$ cat src/logic/spi_port_cfg.svh
// register offsets, field positions, reset values and timing counts
`ifndef SPI_PORT_CFG_SVH
`define SPI_PORT_CFG_SVH

// ---------------------------------------------------------------
// register map
// ---------------------------------------------------------------
`define SPI_ADDR_W 3
`define REG_BUFFER 3'h0
`define REG_CTRL_ONE 3'h1
`define REG_STATUS 3'h2
`define REG_CTRL_THREE 3'h3
`define REG_RELOAD 3'h4
`define REG_WAKE 3'h5

// ---------------------------------------------------------------
// field positions
// ---------------------------------------------------------------
`define STAT_SMP 7
`define STAT_CKE 6
`define STAT_BF 0
`define CTRL3_OVERWRITE_ENABLE_BIT 4
`define WAKE_FLAG 0
`define WAKE_EN 1

// ---------------------------------------------------------------
// reset values
// ---------------------------------------------------------------
`define RST_BYTE 8'h00

// ---------------------------------------------------------------
// timing: half serial clock period in ref_clk cycles, and bit counts per byte
// ---------------------------------------------------------------
`define HALF_DIV4 10'h002
`define HALF_DIV16 10'h008
`define HALF_DIV64 10'h020
`define BYTE_LAST_BIT 4'h7
`define BYTE_BITS 4'h8

`endif

$ cat src/logic/spi_port_pkg.sv
// types shared by the serial port design
package spi_port_pkg;

  // ---------------------------------------------------------------
  // operating modes
  // ---------------------------------------------------------------
  typedef enum logic [3:0] {
    MODE_M_DIV4 = 4'b0000,
    MODE_M_DIV16 = 4'b0001,
    MODE_M_DIV64 = 4'b0010,
    MODE_M_TIMER = 4'b0011,
    MODE_S_SELECT = 4'b0100,
    MODE_S_FREE = 4'b0101,
    MODE_M_RELOAD = 4'b1010
  } mode_t;

  // ---------------------------------------------------------------
  // control register one layout
  // ---------------------------------------------------------------
  typedef struct packed {
    logic writeCollision;
    logic overflow;
    logic portEnable;
    logic idlePolarity;
    logic [3:0] modeSelect;
  } ctrl_one_t;

  // ---------------------------------------------------------------
  // serial pins as seen by the core
  // ---------------------------------------------------------------
  typedef struct packed {
    logic sck;
    logic sdi;
    logic slaveSelN;
  } pins_in_t;

endpackage : spi_port_pkg

$ cat src/logic/spi_master_slave_port.sv
// byte-wide serial port core with master and slave modes
//
// The plain strobed port and the register addresses are this design's own decisions.
`include "spi_port_cfg.svh"

// Contract
// - master write to txrx_buffer with the collision flag clear starts the byte at once.
// - bytes shift in and load the buffer only while the output is driven.
// - idle polarity and edge select fix clock level and change edge.
// - master rate: clock over 4, 16, 64, timer half, reload formula.
// - with edge select set, output is valid before first clock edge.
// - slave shifts only on external clock edges, flags last bit.
// - slave shifts during sleep and raises wake after eight bits.
// - overwrite enable lets slave writes pass an unread buffer.
// - mode 0100 selects slave with slave select control.
// - select low in that mode enables transfer and drives output.
// - select high releases the output at once, even mid byte.
// - select high or port disabled resets the bit counter to zero.
// - master sleep freezes the transfer; it resumes on wake.
// - eight bits move into the buffer, set full and done flags.
// - buffer write while busy is dropped and sets collision flag.
// - reading the buffer clears the full flag.
// - shift is msb first, new bit enters at lsb.
module spi_master_slave_port
  import spi_port_pkg::*;
(
  // clock and reset
  input wire logic ref_clk,
  input wire logic reset,
  // register port
  input wire logic [`SPI_ADDR_W-1:0] regAddr,
  input wire logic [7:0] regWdata,
  input wire logic regWr,
  input wire logic regRd,
  output logic [7:0] regRdata,
  // system
  input wire logic sleepMode,
  input wire logic periodTick,
  output logic wakeReq,
  // serial pins
  input wire logic sckIn,
  output logic sckOut,
  output logic sckOe,
  input wire logic sdiIn,
  output logic sdoOut,
  output logic sdoOe,
  input wire logic slaveSelN
);

  // ---------------------------------------------------------------
  // declarations
  // ---------------------------------------------------------------
  ctrl_one_t ctrlOne_ff;
  logic smp_ff, cke_ff, bf_ff, overwrite_enable_bit_ff, wakeFlag_ff, wakeEn_ff;
  logic [7:0] buffer_ff, reload_ff, shift_ff;
  logic [3:0] bitCnt_ff;
  logic busy_ff, halfPhase_ff, prevSck_ff;
  logic [7:0] readMux, nxtShift;
  pins_in_t pinsSync;
  mode_t mode;
  logic isMaster, isSlave, selCtl, portHold, slaveGate;
  logic sckAct, prevAct, leadEdge, trailEdge, halfTick;
  logic sampleEv, changeEv, byteDone, masterEnd, busyNow;
  logic bufWr, bufRd, collision, load;

  assign mode = mode_t'(ctrlOne_ff.modeSelect);

  // ---------------------------------------------------------------
  // pin synchroniser and rate generator
  // ---------------------------------------------------------------
  spi_pin_sync #(.WIDTH(3)) pinSync (
    .ref_clk(ref_clk),
    .reset(reset),
    .asyncIn({sckIn, sdiIn, slaveSelN}),
    .syncOut(pinsSync)
  );

  spi_rate_gen #(.DIV_W(10)) rateGen (
    .ref_clk(ref_clk),
    .reset(reset),
    .clear(!busy_ff),
    .advance(busy_ff && isMaster && !sleepMode),
    .mode(mode),
    .reloadValue(reload_ff),
    .periodTick(periodTick),
    .halfTick(halfTick)
  );

  // ---------------------------------------------------------------
  // mode decode and events
  // ---------------------------------------------------------------
  assign isMaster = ctrlOne_ff.portEnable && (mode == MODE_M_DIV4 ||
    mode == MODE_M_DIV16 || mode == MODE_M_DIV64 ||
    mode == MODE_M_TIMER || mode == MODE_M_RELOAD);
  assign isSlave = ctrlOne_ff.portEnable &&
    (mode == MODE_S_SELECT || mode == MODE_S_FREE);
  assign selCtl = (mode == MODE_S_SELECT);
  assign portHold = !ctrlOne_ff.portEnable ||
    (isSlave && selCtl && pinsSync.slaveSelN);
  assign slaveGate = isSlave && !portHold;

  assign sckAct = pinsSync.sck ^ ctrlOne_ff.idlePolarity;
  assign prevAct = prevSck_ff ^ ctrlOne_ff.idlePolarity;
  assign leadEdge = sckAct && !prevAct;
  assign trailEdge = !sckAct && prevAct;

  always_comb
  begin
    if (isMaster)
    begin
      sampleEv = halfTick && (smp_ff ? halfPhase_ff : !halfPhase_ff);
      changeEv = halfTick && halfPhase_ff;
    end
    else
    begin
      sampleEv = slaveGate && (cke_ff ? leadEdge : trailEdge);
      changeEv = slaveGate && (cke_ff ? trailEdge : leadEdge);
    end
  end

  assign nxtShift = {shift_ff[6:0], pinsSync.sdi};
  assign byteDone = sampleEv && (bitCnt_ff == `BYTE_LAST_BIT);
  assign masterEnd = isMaster && changeEv &&
    (byteDone || bitCnt_ff == `BYTE_BITS);
  assign busyNow = isMaster ? busy_ff : (bitCnt_ff != 4'h0);

  assign bufWr = regWr && (regAddr == `REG_BUFFER);
  assign bufRd = regRd && (regAddr == `REG_BUFFER);
  assign collision = bufWr && busyNow;
  assign load = bufWr && !busyNow && !ctrlOne_ff.writeCollision &&
    ctrlOne_ff.portEnable && !(isSlave && bf_ff && !overwrite_enable_bit_ff);

  // ---------------------------------------------------------------
  // shift engine
  // ---------------------------------------------------------------
  always_ff @(posedge ref_clk or posedge reset)
  begin
    if (reset)
    begin
      shift_ff <= `RST_BYTE;
      bitCnt_ff <= 4'h0;
      busy_ff <= 1'h0;
      halfPhase_ff <= 1'h0;
    end
    else if (load)
    begin
      shift_ff <= regWdata;
      bitCnt_ff <= 4'h0;
      busy_ff <= isMaster;
      halfPhase_ff <= 1'h0;
    end
    else if (portHold)
    begin
      bitCnt_ff <= 4'h0;
      busy_ff <= 1'h0;
      halfPhase_ff <= 1'h0;
    end
    else
    begin
      if (sampleEv)
        shift_ff <= nxtShift;
      if (masterEnd || (isSlave && byteDone))
        bitCnt_ff <= 4'h0;
      else if (sampleEv)
        bitCnt_ff <= bitCnt_ff + 4'h1;
      if (masterEnd)
        busy_ff <= 1'h0;
      if (halfTick)
        halfPhase_ff <= !halfPhase_ff;
    end
  end

  // ---------------------------------------------------------------
  // serial outputs
  // ---------------------------------------------------------------
  always_ff @(posedge ref_clk or posedge reset)
  begin
    if (reset)
    begin
      sdoOut <= 1'h0;
      sdoOe <= 1'h0;
      prevSck_ff <= 1'h0;
    end
    else
    begin
      prevSck_ff <= pinsSync.sck;
      if (load)
        sdoOut <= regWdata[7];
      else if (changeEv)
        sdoOut <= sampleEv ? nxtShift[7] : shift_ff[7];
      sdoOe <= isMaster || slaveGate;
    end
  end

  // clock level from polarity and edge select
  always_ff @(posedge ref_clk or posedge reset)
  begin
    if (reset)
    begin
      sckOut <= 1'h0;
      sckOe <= 1'h0;
    end
    else
    begin
      sckOe <= isMaster;
      if (load && isMaster)
        sckOut <= ctrlOne_ff.idlePolarity ^ !cke_ff;
      else if (!busy_ff || masterEnd || portHold)
        sckOut <= ctrlOne_ff.idlePolarity;
      else if (halfTick)
        sckOut <= ctrlOne_ff.idlePolarity ^ (cke_ff ^ halfPhase_ff);
    end
  end

  // ---------------------------------------------------------------
  // registers
  // ---------------------------------------------------------------
  always_ff @(posedge ref_clk or posedge reset)
  begin
    if (reset)
    begin
      ctrlOne_ff <= ctrl_one_t'(`RST_BYTE);
      smp_ff <= 1'h0;
      cke_ff <= 1'h0;
      overwrite_enable_bit_ff <= 1'h0;
      reload_ff <= `RST_BYTE;
      wakeEn_ff <= 1'h0;
    end
    else
    begin
      if (regWr && regAddr == `REG_CTRL_ONE)
        ctrlOne_ff <= ctrl_one_t'(regWdata);
      if (collision)
        ctrlOne_ff.writeCollision <= 1'h1;
      if (byteDone && bf_ff)
        ctrlOne_ff.overflow <= 1'h1;
      if (regWr && regAddr == `REG_STATUS)
      begin
        smp_ff <= regWdata[`STAT_SMP];
        cke_ff <= regWdata[`STAT_CKE];
      end
      if (regWr && regAddr == `REG_CTRL_THREE)
        overwrite_enable_bit_ff <= regWdata[`CTRL3_OVERWRITE_ENABLE_BIT];
      if (regWr && regAddr == `REG_RELOAD)
        reload_ff <= regWdata;
      if (regWr && regAddr == `REG_WAKE)
        wakeEn_ff <= regWdata[`WAKE_EN];
    end
  end

  always_ff @(posedge ref_clk or posedge reset)
  begin
    if (reset)
    begin
      buffer_ff <= `RST_BYTE;
      bf_ff <= 1'h0;
      wakeFlag_ff <= 1'h0;
      wakeReq <= 1'h0;
    end
    else
    begin
      if (byteDone)
        buffer_ff <= nxtShift;
      else if (load)
        buffer_ff <= regWdata;
      if (byteDone)
        bf_ff <= 1'h1;
      else if (bufRd)
        bf_ff <= 1'h0;
      if (byteDone)
        wakeFlag_ff <= 1'h1;
      else if (regWr && regAddr == `REG_WAKE)
        wakeFlag_ff <= regWdata[`WAKE_FLAG];
      wakeReq <= wakeFlag_ff && wakeEn_ff;
    end
  end

  // ---------------------------------------------------------------
  // read path
  // ---------------------------------------------------------------
  always_comb
  begin
    readMux = 8'h00;
    if (regAddr == `REG_BUFFER)
      readMux = buffer_ff;
    else if (regAddr == `REG_CTRL_ONE)
      readMux = ctrlOne_ff;
    else if (regAddr == `REG_STATUS)
      readMux = {smp_ff, cke_ff, 5'h00, bf_ff};
    else if (regAddr == `REG_CTRL_THREE)
      readMux = {3'h0, overwrite_enable_bit_ff, 4'h0};
    else if (regAddr == `REG_RELOAD)
      readMux = reload_ff;
    else if (regAddr == `REG_WAKE)
      readMux = {6'h00, wakeEn_ff, wakeFlag_ff};
  end

  always_ff @(posedge ref_clk or posedge reset)
  begin
    if (reset)
      regRdata <= 8'h00;
    else
      regRdata <= regRd ? readMux : 8'h00;
  end
endmodule : spi_master_slave_port

$ cat src/logic/spi_pin_sync.sv
// two flip-flop synchroniser for asynchronous pin inputs
module spi_pin_sync
  import spi_port_pkg::*;
#(
  parameter int WIDTH = 3
)
(
  // clock and reset
  input wire logic ref_clk,
  input wire logic reset,
  // pins
  input wire logic [WIDTH-1:0] asyncIn,
  output logic [WIDTH-1:0] syncOut
);

  logic [WIDTH-1:0] stageOne_ff;

  // ---------------------------------------------------------------
  // two stages
  // ---------------------------------------------------------------
  always_ff @(posedge ref_clk or posedge reset)
  begin
    if (reset)
    begin
      stageOne_ff <= '0;
      syncOut <= '0;
    end
    else
    begin
      stageOne_ff <= asyncIn;
      syncOut <= stageOne_ff;
    end
  end

endmodule : spi_pin_sync

$ cat src/logic/spi_rate_gen.sv
// master bit rate generator: one pulse per half serial clock period
`include "spi_port_cfg.svh"
module spi_rate_gen
  import spi_port_pkg::*;
#(
  parameter int DIV_W = 10
)
(
  // clock and reset
  input wire logic ref_clk,
  input wire logic reset,
  // control
  input wire logic clear,
  input wire logic advance,
  input wire mode_t mode,
  input wire logic [7:0] reloadValue,
  input wire logic periodTick,
  // output
  output logic halfTick
);

  logic [DIV_W-1:0] count_ff;
  logic [DIV_W-1:0] halfLen;
  logic countEnd;

  // ---------------------------------------------------------------
  // divider length
  // ---------------------------------------------------------------
  always_comb
  begin
    case (mode)
      MODE_M_DIV16: halfLen = DIV_W'(`HALF_DIV16);
      MODE_M_DIV64: halfLen = DIV_W'(`HALF_DIV64);
      MODE_M_RELOAD: halfLen = DIV_W'({2'h0, reloadValue} + 10'h001) << 1;
      default: halfLen = DIV_W'(`HALF_DIV4);
    endcase
  end

  assign countEnd = (count_ff == halfLen - DIV_W'(1));

  // ---------------------------------------------------------------
  // counter, cleared by clear or timer mode, else frozen while advance is low
  // ---------------------------------------------------------------
  always_ff @(posedge ref_clk or posedge reset)
  begin
    if (reset)
      count_ff <= '0;
    else if (clear || mode == MODE_M_TIMER)
      count_ff <= '0;
    else if (advance)
      count_ff <= countEnd ? '0 : count_ff + DIV_W'(1);
  end

  always_comb
  begin
    if (mode == MODE_M_TIMER)
      halfTick = advance && periodTick;
    else
      halfTick = advance && countEnd;
  end

endmodule : spi_rate_gen

$ cat config.mk
export PLATFORM = sky130hd
export DESIGN_NAME = spi_master_slave_port
export DESIGN_NICKNAME = d
export VERILOG_FILES = /design/src/logic/spi_port_pkg.sv /design/src/logic/spi_master_slave_port.sv /design/src/logic/spi_pin_sync.sv /design/src/logic/spi_rate_gen.sv
export VERILOG_INCLUDE_DIRS = /design/src /design/src/logic
export SDC_FILE = /design/constraint.sdc
export NUM_CORES = 1
export LEC_CHECK = 0
export BUFFER_PORTS_ARGS = -buffer_cell sky130_fd_sc_hd__buf_2
export CAP_MARGIN = 5
export CORE_ASPECT_RATIO = 1.4
export CORE_MARGIN = 4
export CORE_UTILIZATION = 60
export DETAILED_ROUTE_END_ITERATION = 8
export GPL_TIMING_DRIVEN = 0
export PLACE_DENSITY = 0.8
export SLEW_MARGIN = 25
export SYNTH_ARGS = -nofsm -noshare
export SYNTH_HDL_FRONTEND = slang
export SYNTH_SLANG_ARGS = --single-unit
export TNS_END_PERCENT = 20
$ cat constraint.sdc
create_clock -name ref_clk -period 6.7 [get_ports ref_clk]
set_input_delay 1.005 -clock ref_clk [delete_from_list [all_inputs] [get_ports ref_clk]]
set_output_delay 1.005 -clock ref_clk [all_outputs]
set_load 0.02 [all_outputs]
==> results.sh <==
export IMPL_status="finished, final reports clean"
export IMPL_grt_pass1_vias=3608
export IMPL_ys_ff_latch=74
export IMPL_vdd_drop_max_mv=0.2079
export IMPL_fin_crit_ns=4.231
export IMPL_avgSynthCellArea_um2=8.907
export IMPL_first_pass_iters=5
export IMPL_synth_warnings=0
export IMPL_grt_util_all_layers_pct=25.95
export IMPL_slew_viol_final=0
export IMPL_synth_common_cells="74 x dfrtp_1, 52 x nand2_1, 43 x nor2_1"
export IMPL_path_max_fanout=10
export IMPL_fmax_ghz=0.2363
export IMPL_drc=0
export IMPL_clk_pin_slew_ns=0.08
export IMPL_worst_slew_pin_slew_ns=0.8244
export IMPL_wl_met1_mm=4.198
export IMPL_post_cts_buffers=0
export IMPL_drive_gt1_share_pct=14.56
export IMPL_cp_required_ns=6.97
export IMPL_worstSetupStartpointType="register"
export IMPL_pre_cts_slack_ns=2.591
export IMPL_setup_viol=0
export IMPL_power_leakage_nw=2.111
export IMPL_grt_pass1_wl_mm=17.19
export IMPL_ys_types=62
export IMPL_synth_area_top_cells="dfrtp_1 43%, nand2_1 4.6%, a21oi_1 3.9%"
export IMPL_yosysTopAreaCell="dfrtp_1"
export IMPL_fin_worst_skew_ns=0.01030
export IMPL_postCtsResizedCells=0
export IMPL_fillers=617
export IMPL_routed_top_layer="met4"
export IMPL_drt_iter0_drc=209
export IMPL_grt_max_degree=41
export IMPL_diodes=0
export IMPL_port_buffers=31
export IMPL_die_x_um=79.42
export IMPL_clock_sinks=74
export IMPL_cts_inserted_buffers=9
export IMPL_syn_nets=506
export IMPL_dp_hpwl_mm=7.928
export IMPL_ioPinCount=33
export IMPL_area_growth_pct=11.68
export IMPL_dieArea_mm2=0.008575
export IMPL_antenna_found_initial=0
export IMPL_netlist_instances=481
export IMPL_synth_top_area_share_pct=43.22
export IMPL_grt_overflow=0
export IMPL_vias=3766
export IMPL_drt_wl_total_mm=10.45
export IMPL_initial_core_util_pct=61.76
export IMPL_fp_coreArea_mm2=0.006937
export IMPL_cts_root_buffer="clkbuf_8"
export IMPL_fin_area_mm2=0.004785
export IMPL_gp_routability_congestion=0.9212
export IMPL_cap_violations=0
export IMPL_route_met2_wl_mm=5.542
export IMPL_die_h_um=108.0
export IMPL_worst_setup_path_end_kind="register"
export IMPL_htreeDepth=3
export IMPL_finalHoldViolations=0
export IMPL_worst_slack_ns=2.469
export IMPL_hold_ws_ns=0.3498
export IMPL_met3_length_um=463
export IMPL_clk_latency_ns=0.36
export IMPL_post_route_period_util_pct=63.15
export IMPL_cts_hold_buf=0
export IMPL_netlist_area_mm2=0.004284
export IMPL_arrival_ns=4.50
export IMPL_cts_tree="built"
export IMPL_post_dp_cell_area_mm2=0.004581
export IMPL_final_nets=549
export IMPL_yosysMostFrequentCell="dfrtp_1"
export IMPL_power_density_mw_per_mm2=268.8
export IMPL_fp_row_count=36
export IMPL_relSlewSlack_pct=44.92
export IMPL_synth_edf_count=0
export IMPL_tns_ns=0
export IMPL_grt_setup_unrepaired="no"
export IMPL_synth_flop_cell="dfrtp_1"
export IMPL_synth_seq_area_share_pct=43.22
export IMPL_async_reset_ff_share_pct=100.0
export IMPL_viasPerCell=6.035
export IMPL_cts_path_max_buffers=2
export IMPL_ant_nets=0
export IMPL_wire_per_inst_um=16.75
export IMPL_hold_class="register to register"
export IMPL_crit_type="register to register"
==> kinds of logic after synthesis <==
kind of cell    Yosys count  share of synthesized area [%]
buf+inv                  47                          4.322
mux                      30                          7.739
xor+xnor                 15                          3.066
simple gates            188                          22.31
compound gates          122                          17.87
fa+ha+maj                 5                          1.460
flops                    74                          43.22
==> area by class of cell <==
type | instances | area (um2) | share of cell area [%]
buffer | 28 | 113.9 | 2.380
clock buffer | 10 | 137.6 | 2.877
clock inverter | 6 | 66.31 | 1.386
inverter | 19 | 73.82 | 1.543
multi-input combinational | 360 | 2247 | 46.97
sequential | 74 | 1852 | 38.70
tap | 95 | 118.9 | 2.484
timing repair buffer | 32 | 175.2 | 3.661
==> registers in the layout (all words and copies together) (netlist names), 3 cells and up <==
| signal | flops |
|---|---|
| pinSync.syncOut | 3 |
| ctrlOne_ff | 4 |
| mode | 4 |
| buffer_ff | 8 |
| regRdata | 8 |
| bitCnt_ff | 4 |
| rateGen.count_ff | 10 |
| shift_ff | 8 |
| reload_ff | 8 |
| pinSync.stageOne_ff | 3 |
==> stage by stage <==
| stage | power, W | cells | util [%] |
|---|---|---|---|
| 2_1_floorplan | 0.0008361 | 481 | - |
| 3_3_place_gp | 0.0009204 | 607 | 65.71 |
| 3_5_place_dp | 0.0009372 | 608 | 66.04 |
| 4_1_cts | 0.001292 | 624 | 68.98 |
| 5_1_grt | 0.001363 | 624 | 68.98 |
| 6_report | 0.001286 | 624 | 68.98 |
==> worst paths after layout <==
check / slack, ns / startpoint / cells after the start / end
worst max-delay path: 2.47 / reload_ff[1] / 12 / buffer_ff[6]
worst min-delay path: 0.35 / pinSync.stageOne_ff[0] / 0 / pinSync.syncOut[0]
worst max register to register: 2.47 / reload_ff[1] / 12 / buffer_ff[6]
worst min register to register: 0.35 / pinSync.stageOne_ff[0] / 0 / pinSync.syncOut[0]
max in group asynchronous: 5.48 / reset / 3 / buffer_ff[1]
min in group asynchronous: 0.66 / reset / 2 / rateGen.count_ff[6]
==> placed cells by master, fill, tap and decap left out, types with 14 or more instances in the layout <==
cell type	count
a21oi_1	33
nor2_1	43
mux2_2	14
nand2b_1	15
dfrtp_1	74
inv_1	17
clkbuf_1	19
o21ai_0	32
nand2_1	52
buf_2	38
mux2i_1	14
==> worst max-delay path: stages, from the launching register on <==
cell and delay, ns:
dfrtp_1 0.51, ha_1 0.33, and4_1 0.21, clkbuf_1 0.28, a211oi_1 0.14, a211oi_1 0.44
nor4b_1 0.13, a2111oi_2 0.35, o211ai_1 0.26, o41ai_4 0.65, nand3_2 0.31, clkbuf_1 0.31
a31oi_1 0.22
==> power by group <==
part	internal (W)	switching, W
Sequential	0.000525	0.0000592
Clock	0.000182	0.000170
Combinational	0.000140	0.000210
==> metal layers <==
metal  track usage, %  vias up
met5                0        -
met1            31.10     1823
met4            9.582        0
li1                 -     1828
met3            5.583       20
met2            45.54       95
Power figures use the tool's default switching activity.
